<file path="src/tbf_pkg.sv">
// Package of constants and carriers for the tape block formatter
package tbf_pkg;

  // ----------------------------------------------------------------
  // Clock and tape geometry
  // ----------------------------------------------------------------
  localparam int CLK_HZ = 20_000_000;
  // Head travel assumed at 100 inches per second: one mil of tape per 10 us
  localparam int CYC_PER_MIL = 200;
  // Lengths in thousandths of an inch, figures as printed
  localparam int PE_GAP_NOM_MIL   = 600;
  localparam int PE_GAP_MIN_MIL   = 500;
  localparam int GCR_GAP_NOM_MIL  = 300;
  localparam int GCR_GAP_MIN_MIL  = 285;
  localparam int GCR_TM_GAP_MIL   = 3300;
  localparam int PE_INIT_GAP_MIL  = 3000;
  localparam int PE_EMPTY_MIL     = 25 * 12 * 1000;
  localparam int GCR_EMPTY_MIL    = 15 * 12 * 1000;
  localparam int ARA_ID_MIL       = 2000;
  // Cycle counts derived from the lengths
  localparam int PE_GAP_CYC      = PE_GAP_NOM_MIL * CYC_PER_MIL;
  localparam int GCR_GAP_CYC     = GCR_GAP_NOM_MIL * CYC_PER_MIL;
  localparam int GCR_TM_GAP_CYC  = GCR_TM_GAP_MIL * CYC_PER_MIL;
  localparam int PE_INIT_GAP_CYC = PE_INIT_GAP_MIL * CYC_PER_MIL;
  localparam int PE_EMPTY_CYC    = PE_EMPTY_MIL * CYC_PER_MIL;
  localparam int GCR_EMPTY_CYC   = GCR_EMPTY_MIL * CYC_PER_MIL;
  localparam int ARA_ID_CYC      = ARA_ID_MIL * CYC_PER_MIL;

  // ----------------------------------------------------------------
  // Framing counts
  // ----------------------------------------------------------------
  localparam int PE_PRE_ZEROS   = 40;
  localparam int GCR_PRE_BYTES  = 16 * 5;
  localparam int GCR_GRP_DATA   = 7;
  localparam int GCR_MAX_GROUPS = 158;
  localparam int GCR_RESYNC_BYTES = 1112;
  localparam int TM_FLUX_COUNT  = 300;

  // ----------------------------------------------------------------
  // Track patterns, bit n-1 is physical track n
  // ----------------------------------------------------------------
  localparam logic [8:0] TRK_ERASED  = 9'h000;
  localparam logic [8:0] TRK_ALL     = 9'h1ff;
  localparam logic [8:0] TRK_GCR_ID  = 9'h020;
  localparam logic [8:0] TRK_ARA_ID  = 9'h1b6;
  localparam logic [8:0] TRK_ZONE1   = 9'h049;
  localparam logic [8:0] TRK_ZONE2   = 9'h092;
  localparam logic [8:0] TRK_ZONE3   = 9'h124;
  localparam logic [8:0] TRK_RESYNC  = 9'h1ff;
  localparam int         TM_ZONE2_MIN = 2;

  // ----------------------------------------------------------------
  // Types
  // ----------------------------------------------------------------
  typedef enum logic [1:0] {TBF_CMD_WRITE, TBF_CMD_ERASE_GAP, TBF_CMD_MARK, TBF_CMD_BOT}
    tbf_cmd_e;
  typedef enum logic {TBF_MODE_PE, TBF_MODE_GCR} tbf_mode_e;

  typedef struct packed {
    logic       valid;
    tbf_cmd_e   cmd;
    logic [15:0] length;
  } tbf_cmd_s;

  typedef struct packed {
    logic       valid;
    logic [8:0] tracks;
    logic       is_ecc;
  } tbf_char_s;

endpackage

</file>
<file path="src/tbf_tape_reader.sv">
// Read-side monitor: empty tape and tape mark detection
`timescale 1ns/1ps
`default_nettype none
module tbf_tape_reader
  import tbf_pkg::*;
#(
  parameter int PE_EMPTY  = PE_EMPTY_CYC,
  parameter int GCR_EMPTY = GCR_EMPTY_CYC
)(
  // Clock and reset
  input  wire logic       clk_i,
  input  wire logic       reset_i,
  // Control
  input  wire logic       rd_active_i,
  input  var  tbf_mode_e  mode_i,
  // Head read characters
  input  wire logic       rd_strobe_i,
  input  wire logic [8:0] rd_tracks_i,
  input  wire logic       rd_flux_i,
  // Status
  output logic            empty_tape_o,
  output logic            tape_mark_o
);

  logic [31:0] erase_reg, erase_next;
  logic        empty_reg, empty_next;
  logic [3:0]  z2_reg, z2_next;
  logic        mark_reg, mark_next;
  logic [31:0] limit;
  logic        z1_act, z2_act, z3_clr;

  assign limit  = (mode_i == TBF_MODE_PE) ? 32'(PE_EMPTY) : 32'(GCR_EMPTY);
  assign z1_act = |(rd_tracks_i & TRK_ZONE1);
  assign z2_act = |(rd_tracks_i & TRK_ZONE2);
  assign z3_clr = ~|(rd_tracks_i & TRK_ZONE3);

  always_comb
  begin
    erase_next = erase_reg;
    empty_next = empty_reg;
    z2_next    = z2_reg;
    mark_next  = 1'b0;
    if (!rd_active_i)
    begin
      erase_next = '0;
      empty_next = 1'b0;
      z2_next    = '0;
    end
    else
    begin
      if (rd_flux_i)
        erase_next = '0;
      else if (erase_reg <= limit)
        erase_next = erase_reg + 32'd1;
      if (erase_reg > limit)
        empty_next = 1'b1;
      if (rd_strobe_i)
      begin
        if (z3_clr && z1_act && z2_act && z2_reg < 4'(TM_ZONE2_MIN))
          z2_next = z2_reg + 4'd1;
        else if (!(z3_clr && z1_act))
          z2_next = '0;
        if (z3_clr && z1_act && (!z2_act || z2_reg + 4'd1 >= 4'(TM_ZONE2_MIN)))
          mark_next = 1'b1;
      end
    end
  end

  always_ff @(posedge clk_i)
  begin
    if (reset_i)
    begin
      erase_reg <= '0;
      empty_reg <= 1'b0;
      z2_reg    <= '0;
      mark_reg  <= 1'b0;
    end
    else
    begin
      erase_reg <= erase_next;
      empty_reg <= empty_next;
      z2_reg    <= z2_next;
      mark_reg  <= mark_next;
    end
  end

  assign empty_tape_o = empty_reg;
  assign tape_mark_o  = mark_reg;

  // ----------------------------------------------------------------
  // Checks
  // ----------------------------------------------------------------
  property p_mark_needs_z3_erased;
    @(posedge clk_i) disable iff (reset_i)
      tape_mark_o |-> $past(z3_clr && z1_act && rd_strobe_i);
  endproperty
  a_mark_needs_z3_erased: assert property (p_mark_needs_z3_erased)
    else $error("tape mark reported without zone 3 erased");

  property p_empty_only_after_limit;
    @(posedge clk_i) disable iff (reset_i)
      $rose(empty_tape_o) |-> $past(erase_reg) > $past(limit);
  endproperty
  a_empty_only_after_limit: assert property (p_empty_only_after_limit)
    else $error("empty tape set before the erased length limit");

  property p_flux_clears_count;
    @(posedge clk_i) disable iff (reset_i)
      rd_active_i && rd_flux_i |=> erase_reg == 32'd0;
  endproperty
  a_flux_clears_count: assert property (p_flux_clears_count)
    else $error("erased run not restarted by flux");

  c_tape_mark: cover property (@(posedge clk_i) disable iff (reset_i) tape_mark_o);

endmodule
`default_nettype wire

</file>
<file path="src/tbf_formatter.sv">
// Tape block formatter top: write framing for PE and GCR, read monitor
// ----------------------------------------------------------------
// ----------------------------------------------------------------
`timescale 1ns/1ps
`default_nettype none
module tbf_formatter
  import tbf_pkg::*;
#(
  parameter int PE_GAP     = PE_GAP_CYC,
  parameter int GCR_GAP    = GCR_GAP_CYC,
  parameter int TM_GAP     = GCR_TM_GAP_CYC,
  parameter int INIT_GAP   = PE_INIT_GAP_CYC,
  parameter int ID_LEN     = ARA_ID_CYC,
  parameter int PE_EMPTY   = PE_EMPTY_CYC,
  parameter int GCR_EMPTY  = GCR_EMPTY_CYC
)(
  // Clock and reset
  input  wire logic       clk_i,
  input  wire logic       reset_i,
  // Mode selection
  input  var  tbf_mode_e  mode_i,
  // Host commands
  input  var  tbf_cmd_s   cmd_i,
  output logic            cmd_ready_o,
  output logic            cmd_reject_o,
  // Host write data
  input  wire logic       data_valid_i,
  input  wire logic [7:0] data_i,
  input  wire logic [7:0] ecc_i,
  output logic            data_ready_o,
  // Head write side, one character per enable
  input  wire logic       char_en_i,
  output tbf_char_s       wr_char_o,
  output logic            wr_gap_o,
  // Head read side
  input  wire logic       rd_active_i,
  input  wire logic       rd_strobe_i,
  input  wire logic [8:0] rd_tracks_i,
  input  wire logic       rd_flux_i,
  output logic            empty_tape_o,
  output logic            tape_mark_o
);

  typedef enum logic [3:0] {
    S_IDLE, S_BOT_GAP, S_ID_BURST, S_ARA_GAP, S_ARA_ONES, S_ARA_ID,
    S_PREAMBLE, S_SYNC, S_DATA, S_ECC, S_RESYNC, S_TM_GAP, S_TM, S_GAP
  } tbf_state_e;

  tbf_state_e  state_reg, state_next;
  tbf_mode_e   mode_reg, mode_next;
  logic [31:0] cnt_reg, cnt_next;
  logic [15:0] left_reg, left_next;
  logic [2:0]  pos_reg, pos_next;
  logic [7:0]  grp_reg, grp_next;
  logic [10:0] bytes_reg, bytes_next;
  tbf_char_s   chr_reg, chr_next;
  logic        gap_reg, gap_next;
  logic        rej_reg, rej_next;
  logic        gcr;

  assign gcr = (mode_reg == TBF_MODE_GCR);

  // ----------------------------------------------------------------
  // Write sequencer
  // ----------------------------------------------------------------
  always_comb
  begin
    state_next = state_reg;
    mode_next  = mode_reg;
    cnt_next   = cnt_reg;
    left_next  = left_reg;
    pos_next   = pos_reg;
    grp_next   = grp_reg;
    bytes_next = bytes_reg;
    chr_next   = '0;
    gap_next   = gap_reg;
    rej_next   = 1'b0;
    case (state_reg)
      S_IDLE:
      begin
        gap_next = 1'b0;
        if (cmd_i.valid)
        begin
          mode_next = mode_i;
          cnt_next  = '0;
          case (cmd_i.cmd)
            TBF_CMD_WRITE:
              if (cmd_i.length == 16'h0000)
                rej_next = 1'b1;
              else
              begin
                left_next  = cmd_i.length;
                state_next = (mode_i == TBF_MODE_GCR) ? S_PREAMBLE : S_PREAMBLE;
              end
            TBF_CMD_ERASE_GAP:
              state_next = S_GAP;
            TBF_CMD_MARK:
              state_next = (mode_i == TBF_MODE_GCR) ? S_TM_GAP : S_GAP;
            TBF_CMD_BOT:
              state_next = (mode_i == TBF_MODE_GCR) ? S_ID_BURST : S_BOT_GAP;
            default:
              state_next = S_IDLE;
          endcase
        end
      end
      S_BOT_GAP:
      begin
        gap_next = 1'b1;
        cnt_next = cnt_reg + 32'd1;
        if (cnt_reg + 32'd1 >= 32'(INIT_GAP))
          state_next = S_IDLE;
      end
      S_ID_BURST, S_ARA_ONES:
        if (char_en_i)
        begin
          gap_next = 1'b0;
          chr_next = '{valid: 1'b1,
                       tracks: (state_reg == S_ID_BURST) ? TRK_GCR_ID : TRK_ALL,
                       is_ecc: 1'b0};
          cnt_next = cnt_reg + 32'd1;
          if (cnt_reg + 32'd1 >= 32'(ID_LEN))
          begin
            cnt_next   = '0;
            state_next = (state_reg == S_ID_BURST) ? S_ARA_GAP : S_ARA_ID;
          end
        end
      S_ARA_GAP:
      begin
        gap_next = 1'b1;
        cnt_next = cnt_reg + 32'd1;
        if (cnt_reg + 32'd1 >= 32'(GCR_GAP))
        begin
          cnt_next   = '0;
          state_next = S_ARA_ONES;
        end
      end
      S_ARA_ID:
      begin
        gap_next = 1'b0;
        cnt_next = cnt_reg + 32'd1;
        if (char_en_i)
          chr_next = '{valid: 1'b1, tracks: TRK_ARA_ID, is_ecc: 1'b0};
        if (cnt_reg + 32'd1 >= 32'(ID_LEN))
        begin
          cnt_next   = '0;
          state_next = S_GAP;
        end
      end
      S_PREAMBLE:
        if (char_en_i)
        begin
          gap_next = 1'b0;
          chr_next = '{valid: 1'b1, tracks: gcr ? TRK_ALL : TRK_ERASED, is_ecc: 1'b0};
          cnt_next = cnt_reg + 32'd1;
          if (!gcr && cnt_reg + 32'd1 >= 32'(PE_PRE_ZEROS))
            state_next = S_SYNC;
          else if (gcr && cnt_reg + 32'd1 >= 32'(GCR_PRE_BYTES))
          begin
            state_next = S_DATA;
            pos_next   = '0;
            grp_next   = '0;
            bytes_next = '0;
          end
        end
      S_SYNC:
        if (char_en_i)
        begin
          chr_next   = '{valid: 1'b1, tracks: TRK_ALL, is_ecc: 1'b0};
          state_next = S_DATA;
        end
      S_DATA:
        if (char_en_i && data_valid_i)
        begin
          chr_next   = '{valid: 1'b1, tracks: {^~data_i, data_i}, is_ecc: 1'b0};
          left_next  = left_reg - 16'd1;
          pos_next   = pos_reg + 3'd1;
          bytes_next = bytes_reg + 11'd1;
          if (gcr && (pos_reg == 3'(GCR_GRP_DATA - 1) || left_reg == 16'd1))
            state_next = S_ECC;
          else if (left_reg == 16'd1)
          begin
            cnt_next   = '0;
            state_next = S_GAP;
          end
        end
      S_ECC:
        if (char_en_i)
        begin
          chr_next = '{valid: 1'b1, tracks: {^~ecc_i, ecc_i}, is_ecc: 1'b1};
          pos_next = '0;
          grp_next = grp_reg + 8'd1;
          cnt_next = '0;
          if (left_reg == 16'd0)
            state_next = S_GAP;
          else if (grp_reg + 8'd1 >= 8'(GCR_MAX_GROUPS)
                   || bytes_reg >= 11'(GCR_RESYNC_BYTES))
            state_next = S_RESYNC;
          else
            state_next = S_DATA;
        end
      S_RESYNC:
        if (char_en_i)
        begin
          chr_next = '{valid: 1'b1, tracks: TRK_RESYNC, is_ecc: 1'b0};
          cnt_next = cnt_reg + 32'd1;
          if (cnt_reg + 32'd1 >= 32'(GCR_PRE_BYTES))
          begin
            grp_next   = '0;
            bytes_next = '0;
            state_next = S_DATA;
          end
        end
      S_TM_GAP:
      begin
        gap_next = 1'b1;
        cnt_next = cnt_reg + 32'd1;
        if (cnt_reg + 32'd1 >= 32'(TM_GAP))
        begin
          cnt_next   = '0;
          state_next = S_TM;
        end
      end
      S_TM:
        if (char_en_i)
        begin
          gap_next = 1'b0;
          chr_next = '{valid: 1'b1, tracks: TRK_ZONE1 | TRK_ZONE2, is_ecc: 1'b0};
          cnt_next = cnt_reg + 32'd1;
          if (cnt_reg + 32'd1 >= 32'(TM_FLUX_COUNT))
          begin
            cnt_next   = '0;
            state_next = S_GAP;
          end
        end
      S_GAP:
      begin
        gap_next = 1'b1;
        cnt_next = cnt_reg + 32'd1;
        if (cnt_reg + 32'd1 >= (gcr ? 32'(GCR_GAP) : 32'(PE_GAP)))
          state_next = S_IDLE;
      end
      default:
        state_next = S_IDLE;
    endcase
  end

  always_ff @(posedge clk_i)
  begin
    if (reset_i)
    begin
      state_reg <= S_IDLE;
      mode_reg  <= TBF_MODE_PE;
      cnt_reg   <= '0;
      left_reg  <= '0;
      pos_reg   <= '0;
      grp_reg   <= '0;
      bytes_reg <= '0;
      chr_reg   <= '0;
      gap_reg   <= 1'b0;
      rej_reg   <= 1'b0;
    end
    else
    begin
      state_reg <= state_next;
      mode_reg  <= mode_next;
      cnt_reg   <= cnt_next;
      left_reg  <= left_next;
      pos_reg   <= pos_next;
      grp_reg   <= grp_next;
      bytes_reg <= bytes_next;
      chr_reg   <= chr_next;
      gap_reg   <= gap_next;
      rej_reg   <= rej_next;
    end
  end

  // Past end of tape the host alone limits work, so no EOT input exists
  assign cmd_ready_o  = (state_reg == S_IDLE);
  assign cmd_reject_o = rej_reg;
  assign data_ready_o = (state_reg == S_DATA) && char_en_i;
  assign wr_char_o    = chr_reg;
  assign wr_gap_o     = gap_reg;

  // ----------------------------------------------------------------
  // Read monitor
  // ----------------------------------------------------------------
  tbf_tape_reader #(
    .PE_EMPTY  (PE_EMPTY),
    .GCR_EMPTY (GCR_EMPTY)
  ) u_reader (
    .clk_i        (clk_i),
    .reset_i      (reset_i),
    .rd_active_i  (rd_active_i),
    .mode_i       (mode_i),
    .rd_strobe_i  (rd_strobe_i),
    .rd_tracks_i  (rd_tracks_i),
    .rd_flux_i    (rd_flux_i),
    .empty_tape_o (empty_tape_o),
    .tape_mark_o  (tape_mark_o)
  );

  // ----------------------------------------------------------------
  // Checks
  // ----------------------------------------------------------------
  property p_zero_len_reject;
    @(posedge clk_i) disable iff (reset_i)
      state_reg == S_IDLE && cmd_i.valid && cmd_i.cmd == TBF_CMD_WRITE
        && cmd_i.length == 16'h0000 |=> cmd_reject_o && state_reg == S_IDLE;
  endproperty
  a_zero_len_reject: assert property (p_zero_len_reject)
    else $error("zero length write not refused");

  property p_pe_gap_len;
    @(posedge clk_i) disable iff (reset_i)
      state_reg == S_GAP && state_next == S_IDLE && !gcr |-> cnt_reg + 32'd1 == 32'(PE_GAP);
  endproperty
  a_pe_gap_len: assert property (p_pe_gap_len)
    else $error("PE gap length wrong");

  property p_gcr_gap_len;
    @(posedge clk_i) disable iff (reset_i)
      state_reg == S_GAP && state_next == S_IDLE && gcr |-> cnt_reg + 32'd1 == 32'(GCR_GAP);
  endproperty
  a_gcr_gap_len: assert property (p_gcr_gap_len)
    else $error("GCR gap length wrong");

  property p_tm_gap_len;
    @(posedge clk_i) disable iff (reset_i)
      state_reg == S_TM_GAP && state_next == S_TM |-> cnt_reg + 32'd1 == 32'(TM_GAP);
  endproperty
  a_tm_gap_len: assert property (p_tm_gap_len)
    else $error("tape mark gap length wrong");

  property p_tm_pattern;
    @(posedge clk_i) disable iff (reset_i)
      state_reg == S_TM && char_en_i |=> wr_char_o.tracks == (TRK_ZONE1 | TRK_ZONE2);
  endproperty
  a_tm_pattern: assert property (p_tm_pattern)
    else $error("tape mark track pattern wrong");

  property p_pe_sync_after_zeros;
    @(posedge clk_i) disable iff (reset_i)
      state_reg == S_PREAMBLE && state_next == S_SYNC
        |-> cnt_reg + 32'd1 == 32'(PE_PRE_ZEROS) && !gcr;
  endproperty
  a_pe_sync_after_zeros: assert property (p_pe_sync_after_zeros)
    else $error("PE preamble length wrong");

  property p_ecc_after_seven;
    @(posedge clk_i) disable iff (reset_i)
      state_reg == S_DATA && state_next == S_ECC && left_reg != 16'd1
        |-> pos_reg == 3'(GCR_GRP_DATA - 1);
  endproperty
  a_ecc_after_seven: assert property (p_ecc_after_seven)
    else $error("ECC byte out of position");

  property p_group_limit;
    @(posedge clk_i) disable iff (reset_i)
      grp_reg <= 8'(GCR_MAX_GROUPS);
  endproperty
  a_group_limit: assert property (p_group_limit)
    else $error("more than the allowed contiguous groups");

  property p_id_burst_track;
    @(posedge clk_i) disable iff (reset_i)
      state_reg == S_ID_BURST && char_en_i |=> wr_char_o.tracks == TRK_GCR_ID;
  endproperty
  a_id_burst_track: assert property (p_id_burst_track)
    else $error("ID burst not on track 6 only");

  c_write_block: cover property (@(posedge clk_i) disable iff (reset_i)
    state_reg == S_DATA ##1 state_reg == S_GAP);
  c_resync: cover property (@(posedge clk_i) disable iff (reset_i) state_reg == S_RESYNC);
  c_gcr_bot: cover property (@(posedge clk_i) disable iff (reset_i) state_reg == S_ARA_ID);
  c_reject: cover property (@(posedge clk_i) disable iff (reset_i) cmd_reject_o);

endmodule
`default_nettype wire

</file>
<file path="config.mk">
export PLATFORM = sky130hd
export DESIGN_NAME = tbf_formatter
export DESIGN_NICKNAME = d
export VERILOG_FILES = /design/src/tbf_pkg.sv /design/src/tbf_tape_reader.sv /design/src/tbf_formatter.sv
export SDC_FILE = /design/constraint.sdc
export NUM_CORES = 1
export LEC_CHECK = 0
export ABC_AREA = 1
export BUFFER_PORTS_ARGS = -buffer_cell sky130_fd_sc_hd__buf_2
export CAP_MARGIN = 40
export CORE_MARGIN = 8
export CORE_UTILIZATION = 35
export CTS_CLUSTER_DIAMETER = 60
export DETAILED_ROUTE_END_ITERATION = 10
export HOLD_SLACK_MARGIN = 0.03
export PLACE_DENSITY = 0.58
export SYNTH_ARGS = -nofsm -noshare
export SYNTH_HDL_FRONTEND = slang
export SYNTH_HIERARCHICAL = 1
export SYNTH_SLANG_ARGS = --single-unit
export TNS_END_PERCENT = 30
</file>
<file path="constraint.sdc">
create_clock -name clk_i -period 4.7 [get_ports clk_i]
set_input_delay 0.47 -clock clk_i [delete_from_list [all_inputs] [get_ports clk_i]]
set_output_delay 0.47 -clock clk_i [all_outputs]
set_load 0.01 [all_outputs]
</file>
==> flow_summary.yaml, run 1 <==
floorplan:
  initial_utilization: 0.355
  die_y_um: 184
  rows: 61
  io-pin-count: 69
  die_x_um: 184
  dieArea_um2: 33700
  core_area_um2: 27700
yosys:
  ys_async_sr_fraction: 0
  yosys.area.top_type: "dfxtp_1"
  syn_area_per_cell_um2: 6.16
  ys_warn_count: 6
  synth-main-ff-cell: "dfxtp_1"
  synth_top_cell_area_share: 0.256
  seq_area_frac_synth: 0.256
  synth.distinct_cells: 57
  syn_nets: 1686
  yosysMostFrequentCell: "nand2_1"
  ys_ff_latch: 126
  synth_top_cells_by_count: "436 x nand2_1, 252 x nor2_1, 152 x inv_1, 152 x nand3_1, 126 x dfxtp_1"
  synth_area_leaders: "dfxtp_1 26%, nand2_1 17%, nor2_1 9.6%, nand3_1 7.7%, inv_1 5.8%"
  syn_area_um2: 9840
  synth-edff-count: 0
  syn-instance-count: 1597
pwr:
  seqPwrFrac: 0.339
  comb_power_share: 0.302
  ir_worst_vdd_mv: 0.193
  switchingPower_w: 0.00139
  p_sw_frac: 0.378
  p_leak_nw: 4.64
  p_per_area_nw_per_um2: 332
  p_clk_frac: 0.359
  internal-power_w: 0.00229
sta:
  min_period_ps: 3540
  final.period_utilization: 0.753
  tightest_slew_ps: 871
  rsz0062_at_grt: "false"
  hold_viol: 0
  maxSlewHeadroom: 0.419
  setup_viol: 0
  slew_viol_final: 0
  skew_ps: 11.0
  clock.fmax_mhz: 283
  setup_tns_ps: 0
route:
  vias: 10103
  routedWlPerCell_um: 13.8
  first_pass_iters: 5
  drc: 0
  drt_iter0_drc: 609
  routed_wl_um: 28100
  vias_per_cell: 4.95
  drtAntennaViolNets: 0
clock_network:
  clockRootBuffer: "clkbuf_16"
  tritoncts: "done"
  clk_path_buf_depth: 2
  cts_buffers: 17
  cts_num_sinks: 126
  ctsResizeCount: 0
  cts_setup_buffers: 0
  htree_levels: 4
  cts_hold_buffers: 0
  clkTransAtPathRegs_ps: 60
  clkLatencyLatePin_ps: 430
placement:
  io_buffers: 68
  routabilityCongestion: 0.874
  dp_hpwl_um: 21100
  post-place-cells: 2009
critical_path:
  reg2regPathDepth: 20
  critPathBufInv: 1
  critPathLaunch: "cnt_reg[1]"
  crit_chain: "ha_1 > nand3_1 > nor2_1 > nand3_1 > nand2_1 > inv_1 > ha_1 > nand2_1 > nor3_1 > nand3_1 > nor3_1 > nand3_1 > nor2_1 > nand3_1 > nand3_1 > nand2_1 > nor2_1 > nand2_1 > nand2_1 > a21oi_1"
  crit_fanout: 6
  cp_slowest_stage_delay_ps: 410
  worst_ep_required_time_ps: 4970
  rrSetupSlack_ps: 1160
  reg2reg_to: "state_reg[0]"
  cp_slowest_cell: "dfxtp_1"
  path_common_cell: "nand3_1"
  cp_top_family: "simple AND/OR/NAND/NOR gates"
  critPathCapture: "state_reg[0]"
  critPathKind: "flop to flop"
  crit_path_end_kind: "flop"
  crit-reg2reg-launch: "cnt_reg[1]"
  cp.arrival_ps: 3800
  path_depth: 20
  worstSetupStartpointType: "flop"
run:
  max-cap-violations: 0
grt:
  grt_antenna_before_repair: 1
  grt_use_total: 0.169
  grt_pass1_wl_um: 47300
  grt_max_degree: 75
  grt_pass1_vias: 9716
  overflow: 0
layout:
  drive_gt1_frac: 0.116
  fin_nets: 1739
  layoutNonFillerInstCount: 2041
  syn2layout_area_growth_pct: 12.4
min_path:
  holdCritPathClass: "primary input to flop"
status:
  outcome: "finished clean"
## per-stage QoR
stage	hold slack [ps]	util	instance area [um^2]	total power, W	setup slack (ps)
floorplan	408	-	9840	0.00205	1800
global placement	415	0.377	10400	0.00235	1330
detailed placement	422	0.378	10500	0.00237	1240
CTS	297	0.399	11100	0.00370	1210
global route	312	0.399	11100	0.00391	709
finish	320	0.399	11100	0.00368	1160
## area by class of cell
class,count,area [um^2]
multi-input cells,1264,6450
diodes,1,2.50
clock buffers,19,433
well taps,378,473
fillers,3034,16600
clock inverters,12,139
repair buffers,75,417
inverters,166,624
flip-flops and latches,126,2520
## worst min path at each step
stage / start / to / slack [ps] / cells after the start
final: data_i[2] / wr_char_o[3] / 320 / 3
after detailed placement: u_reader/erase_reg[30] / u_reader/erase_reg[30] / 420 / 2
after floorplan: u_reader/erase_reg[27] / u_reader/erase_reg[27] / 410 / 2
after CTS: data_i[2] / wr_char_o[3] / 300 / 3
after global placement: u_reader/erase_reg[27] / u_reader/erase_reg[27] / 420 / 2
after global routing: rd_strobe_i / u_reader/tape_mark_o / 310 / 3
## cell families (layout without fill, tap and decap cells)
kind of cell	Yosys count	count (layout)	synth area share
buffers and inverters	207	272	0.0885
DFF	126	126	0.256
AOI/OAI and AO/OA	204	204	0.120
and+or+nand+nor	967	967	0.437
adders and majority gates	37	37	0.0471
other	0	1	0
xor gates and xnor gates	56	56	0.0506
## per-layer routing
layer	global-route usage	vias up	share of wire
li1	-	5285	-
met1	0.218	4586	0.48
met2	0.286	205	0.46
met3	0.0316	27	0.040
met4	0.0446	0	0.013
met5	0	-	0
## layout by cell type, fill, tap and decap left out, drive strengths merged, types with 19 or more instances in the layout
| master | instances |
|---|---|
| nand2 | 462 |
| nor2 | 278 |
| inv | 167 |
| nand3 | 155 |
| dfxtp | 126 |
| a21oi | 114 |
| buf | 75 |
| o21ai | 46 |
| ha | 37 |
| xor2 | 34 |
| nor3 | 26 |
| xnor2 | 22 |
| nand4 | 21 |
| clkbuf | 19 |
## worst min-delay path, delay by kind of cell
kind | cells | cell delay [ps]
AND/OR/NAND/NOR | 1 | 60
buffers and inverters | 1 | 110
AO/OA/AOI/OAI | 1 | 60
## power groups by stage
stage	clock, W	combinational, W	sequential [W]
3_5_place_dp	0	0.00110	0.00127
3_3_place_gp	0	0.00108	0.00127
5_1_grt	0.00140	0.00125	0.00126
4_1_cts	0.00135	0.00111	0.00125
2_1_floorplan	0	0.000789	0.00126
6_report	0.00132	0.00111	0.00125
No activity file was read; power rests on OpenSTA's default activity.
==> run 2, diff against run 1 <==
==> constraint.sdc (replaced) <==
create_clock -name clk_i -period 3.7 [get_ports clk_i]
set_input_delay 0.37 -clock clk_i [delete_from_list [all_inputs] [get_ports clk_i]]
set_output_delay 0.37 -clock clk_i [all_outputs]
set_load 0.01 [all_outputs]
==> run 2 against run 1 <==
Total power up 31%; non-clock buffer count is 5 higher; die area did not move; largest cell class unchanged; critical path type unchanged; count of clock-buffer cells in the layout decreased by 1; hold slack lost 100 ps.
==> flow_summary.yaml, run 2 (same netlist as run 1, synthesis figures left out) <==
status:
  outcome: "finished clean"
route:
  routedWlPerCell_um: 13.7
  first_pass_iters: 5
  drt_iter0_drc: 692
  drc: 0
  drtAntennaViolNets: 0
  routed_wl_um: 28000
  vias: 10098
  vias_per_cell: 4.93
sta:
  rsz0062_at_grt: "false"
  setup_viol: 0
  maxSlewHeadroom: 0.428
  tightest_slew_ps: 858
  clock.fmax_mhz: 303
  min_period_ps: 3300
  slew_viol_final: 0
  setup_tns_ps: 0
  skew_ps: 18.7
  final.period_utilization: 0.892
  holdWs_ps: 220
  hold_viol: 0
clock_network:
  tritoncts: "done"
  clkTransAtPathRegs_ps: 60
  cts_setup_buffers: 0
  cts_buffers: 17
  cts_num_sinks: 126
  clockRootBuffer: "clkbuf_16"
  ctsResizeCount: 0
  htree_levels: 4
  clk_path_buf_depth: 2
  clkLatencyLatePin_ps: 430
  cts_hold_buffers: 0
grt:
  grt_use_total: 0.170
  overflow: 0
  grt_pass1_vias: 9788
  grt_pass1_wl_um: 47800
  grt_antenna_before_repair: 1
  grt_max_degree: 74
floorplan:
  dieArea_um2: 33700
  rows: 61
  io-pin-count: 69
  die_x_um: 184
  core_area_um2: 27700
  initial_utilization: 0.355
  die_y_um: 184
critical_path:
  worstSetupStartpointType: "flop"
  reg2regPathDepth: 20
  rrSetupSlack_ps: 400
  cp.arrival_ps: 3560
  crit_path_end_kind: "flop"
  crit-reg2reg-launch: "cnt_reg[1]"
  reg2reg_to: "state_reg[3]"
  worst_ep_required_time_ps: 3960
  critPathKind: "flop to flop"
  crit_fanout: 6
layout:
  fin_nets: 1744
  final_core_util: 0.402
  syn2layout_area_growth_pct: 13.1
  drive_gt1_frac: 0.122
  final_common_cell: "nand2_1"
  fillers: 2962
  fin_area_um2: 11100
  final_cell_mix: "436 x nand2_1, 248 x nor2_1, 152 x inv_1, 152 x nand3_1, 126 x dfxtp_1"
  layoutNonFillerInstCount: 2047
min_path:
  holdCritPathClass: "primary input to flop"
  min-delay-start: "data_i[2]"
  min_to: "wr_char_o[3]"
  min_path_cells: 3
pwr:
  ir_worst_vdd_mv: 0.260
  p_leak_nw: 4.68
  p_clk_frac: 0.372
  p_per_area_nw_per_um2: 432
  comb_power_share: 0.298
  p_sw_frac: 0.375
  internal-power_w: 0.00300
  seqPwrFrac: 0.330
  switchingPower_w: 0.00180
placement:
  dpl-instance-area_um2: 10500
  routabilityCongestion: 0.892
  io_buffers: 68
  post-place-cells: 2014
  dp_hpwl_um: 21100
run:
  max-cap-violations: 0
run 2: cell count changes in the layout (fill, tap and decap cells not counted), sizes merged:
cell / before / now
clkinvlp: 4 / 2
buf: 75 / 80
inv: 167 / 170
clkbuf: 19 / 18
bufinv: 2 / 3
run 2: through the flow:
stage	power (W)	worst slack, ps
after floorplan	0.00260	805
after global placement	0.00301	314
after detailed placement	0.00303	200
after CTS	0.00483	183
after global routing	0.00510	24.4
final	0.00480	398
run 2: critical path: stages (launching register included):
cell and delay [ps]:
dfxtp_1 420, ha_2 280, nand3_1 140, nor2_2 180
nand3_1 120, nand2_1 170, inv_1 80, ha_1 270
nand2_1 80, nor3_1 160, nand3_1 100, nor3_2 210
nand3_1 90, nor2_1 100, nand3_1 90, nand3_1 90
nand2_1 60, nor2_2 210, nand2_1 140, nand2_1 100
a21oi_1 60
run 2: power by group through the flow:
stage | logic (W) | registers, W | clock network, W
6_report | 0.00143 | 0.00159 | 0.00179
3_5_place_dp | 0.00142 | 0.00161 | 0
3_3_place_gp | 0.00140 | 0.00161 | 0
5_1_grt | 0.00161 | 0.00160 | 0.00188
4_1_cts | 0.00142 | 0.00158 | 0.00182
2_1_floorplan | 0.00100 | 0.00160 | 0
run 2: worst max path at each step:
stage                     slack [ps]       start  cells past startpoint           end
after floorplan                  800  cnt_reg[1]                     20  state_reg[0]
after global placement           310  cnt_reg[1]                     20  state_reg[3]
after detailed placement         200  cnt_reg[1]                     20  state_reg[3]
after CTS                        180  cnt_reg[1]                     20  state_reg[3]
after global routing              20  cnt_reg[1]                     20  state_reg[2]
final                            400  cnt_reg[1]                     20  state_reg[3]
run 2: final cells by class:
cell class	count	area, um^2	area share
antenna	1	2.50	0.000225
clock buffer	18	429	0.0386
clock inverter	14	179	0.0161
inverter	166	624	0.0561
multi-input combinational	1264	6460	0.581
sequential	126	2520	0.227
tap	378	473	0.0425
timing repair buffer	80	434	0.0390
run 2: layer usage:
metal  wire length [um]  vias up  GRT usage  share of wire
met5                  0        -          0              0
met4                285        0     0.0433          0.010
met3               1320       25     0.0294          0.047
met2              13100      238      0.283           0.47
met1              13300     4542      0.225           0.47
li1                   -     5293          -              -
==> run 3, diff against run 2 <==
--- a/config.mk
+++ b/config.mk
@@ -5,7 +5,6 @@
 export SDC_FILE = /design/constraint.sdc
 export NUM_CORES = 1
 export LEC_CHECK = 0
-export ABC_AREA = 1
 export BUFFER_PORTS_ARGS = -buffer_cell sky130_fd_sc_hd__buf_2
 export CAP_MARGIN = 40
 export CORE_MARGIN = 8
==> run 3 against run 2 <==
Cell count decreased by 24%; clock skew down 6.7 ps; core utilization increased by 1.6 points; non-clock buffer count up 42; register-to-register slack worse by 170 ps; final area is 8.7% lower; critical path type unchanged; largest cell class unchanged.
==> flow_summary.yaml, run 3 <==
sta:
  min_period_ps: 3470
  hold_viol: 0
  maxSlewHeadroom: 0.478
  skew_ps: 12.0
  setup_slack_ps: 230
  setup_viol: 0
  clock.fmax_mhz: 288
  final.period_utilization: 0.938
  tightest_slew_ps: 778
  setup_tns_ps: 0
  rsz0062_at_grt: "true"
  slew_viol_final: 0
clock_network:
  clkLatencyLatePin_ps: 420
  clk_path_buf_depth: 2
  clkTransAtPathRegs_ps: 60
  clockRootBuffer: "clkbuf_16"
  tritoncts: "done"
  cts_hold_buffers: 0
  cts_buffers: 17
  cts_num_sinks: 126
  htree_levels: 4
layout:
  fin_nets: 1300
  syn2layout_area_growth_pct: 17.2
  final_core_util: 0.418
  final_common_cell: "dfxtp_1"
  drive_gt1_frac: 0.157
  diodes: 0
  final_cell_mix: "125 x dfxtp_1, 110 x nand2_1, 107 x nor2_1"
min_path:
  min_path_cells: 2
  holdCritPathClass: "primary input to flop"
  min_to: "wr_char_o[3]"
  min-delay-start: "data_i[2]"
yosys:
  yosysMostFrequentCell: "dfxtp_1"
  synth_area_leaders: "dfxtp_1 29%, ha_1 5.3%, nand2_1 4.8%, nor2_1 4.7%, a21oi_1 4.2%"
  synth-main-ff-cell: "dfxtp_1"
  synth-edff-count: 0
  syn_nets: 1236
  ys_ff_latch: 126
  yosys.area.top_type: "dfxtp_1"
  syn-instance-count: 1147
  ys_async_sr_fraction: 0
  ys_warn_count: 6
  seq_area_frac_synth: 0.291
  syn_area_um2: 8660
  synth.distinct_cells: 77
  synth_top_cell_area_share: 0.291
  syn_area_per_cell_um2: 7.55
  synth_top_cells_by_count: "126 x dfxtp_1, 110 x nand2_1, 109 x nor2_1, 72 x a21oi_1, 69 x o21ai_0"
floorplan:
  die_y_um: 173
  rows: 57
  io-pin-count: 69
  dieArea_um2: 30000
  core_area_um2: 24300
  initial_utilization: 0.356
  die_x_um: 173
grt:
  grt_pass1_vias: 8053
  overflow: 0
  grt_antenna_before_repair: 0
  grt_use_total: 0.159
  grt_pass1_wl_um: 40600
  grt_max_degree: 33
critical_path:
  critPathKind: "flop to flop"
  crit_path_end_kind: "flop"
  cp.arrival_ps: 3790
  reg2regPathDepth: 11
  cp_slowest_cell: "or4_4"
  crit_chain: "nand4_1 > or4_4 > nor4_4 > xnor2_1 > o21ai_0 > nor4_4 > buf_4 > a311o_1 > o211a_2 > a21oi_1 > a211oi_1"
  path_common_cell: "nor4_4"
  cp_top_family: "simple AND/OR/NAND/NOR gates"
  worst_ep_required_time_ps: 4020
  crit_fanout: 13
  cp_slowest_stage_delay_ps: 610
  reg2reg_to: "bytes_reg[6]"
  critPathBufInv: 1
  rrSetupSlack_ps: 230
  crit-reg2reg-launch: "cnt_reg[10]"
  worstSetupStartpointType: "flop"
placement:
  dpl_worst_slack_ps: 93.4
  routabilityCongestion: 0.887
  io_buffers: 68
  dp_hpwl_um: 17800
route:
  routed_wl_um: 24300
  drtAntennaViolNets: 0
  vias: 8690
  drt_iter0_drc: 684
  drc: 0
  vias_per_cell: 5.61
  first_pass_iters: 7
  routedWlPerCell_um: 15.7
status:
  outcome: "finished clean"
pwr:
  ir_worst_vdd_mv: 0.306
  p_leak_nw: 3.77
  p_per_area_nw_per_um2: 489
run:
  max-cap-violations: 0
## run 3: cell count changes in the layout (fill, tap and decap cells not counted), moves of 24 or more
| cell | before | now |
|---|---|---|
| nor2_1 | 248 | 107 |
| or3_1 | 0 | 24 |
| a21oi_1 | 105 | 72 |
| inv_1 | 152 | 38 |
| buf_4 | 11 | 50 |
| nand2_1 | 436 | 110 |
| nand3_1 | 152 | 58 |
| o21ai_0 | 35 | 69 |
## run 3: cells by family after synthesis
family | after synthesis | share of synthesized area
flops | 126 | 0.291
xor+xnor | 42 | 0.0425
fa+ha+maj | 37 | 0.0534
simple gates | 500 | 0.304
mux | 7 | 0.00823
buf+inv | 116 | 0.0556
compound gates | 319 | 0.245
## run 3: how the worst max path moves through the flow
stage | startpoint | endpoint | slack [ps] | depth (start not counted)
after floorplan | cnt_reg[3] | state_reg[0] | 260 | 17
after CTS | cnt_reg[9] | bytes_reg[6] | 60 | 12
final | cnt_reg[10] | bytes_reg[6] | 230 | 11
after detailed placement | cnt_reg[8] | state_reg[1] | 90 | 17
after global routing | cnt_reg[0] | state_reg[3] | -10 | 18
after global placement | cnt_reg[8] | state_reg[1] | 100 | 17
## run 3: report_power, final
| part | internal (W) | total (W) | switching [W] |
|---|---|---|---|
| registers | 0.00144 | 0.00154 | 0.000102 |
| clock network | 0.000946 | 0.00167 | 0.000722 |
| logic | 0.000650 | 0.00176 | 0.00111 |
| total | 0.00303 | 0.00496 | 0.00193 |
## run 3: through the flow
step / cells / hold WS [ps] / power [W] / instance area [um^2]
CTS: 1547 / 183 / 0.00497 / 10100
global route: 1548 / 192 / 0.00528 / 10200
detailed placement: 1515 / 465 / 0.00329 / 9540
finish: 1548 / 200 / 0.00496 / 10200
global placement: 1513 / 450 / 0.00328 / 9500
floorplan: 1147 / 443 / 0.00274 / 8660
## run 3: final cells by class
type | count | area [um^2]
Inverter | 39 | 146
Multi-Input combinational cell | 905 | 5710
Sequential cell | 126 | 2520
Tap cell | 324 | 405
Fill cell | 2441 | 14200
Clock inverter | 15 | 150
Clock buffer | 17 | 425
Timing Repair Buffer | 122 | 790
## run 3: repair_timing
item,CTS,global route
setup endpoints to repair,0,28
setup buffers,0,1
resized for setup,0,9
## run 3: layer usage
layer / wire (um) / up-vias / global-route usage
met4: 377 / 0 / 0.0550
met5: 0 / - / 0
met1: 11800 / 4027 / 0.216
li1: - / 4415 / -
met3: 1220 / 29 / 0.0290
met2: 11000 / 219 / 0.249
## run 3: worst register-to-register path, stage by stage (launching register included)
cell      delay [ps]
dfxtp_1          470
nand4_1          200
or4_4            610
nor4_4           350
xnor2_1          150
o21ai_0          150
nor4_4           260
buf_4            210
a311o_1          250
o211a_2          390
a21oi_1          110
a211oi_1         220
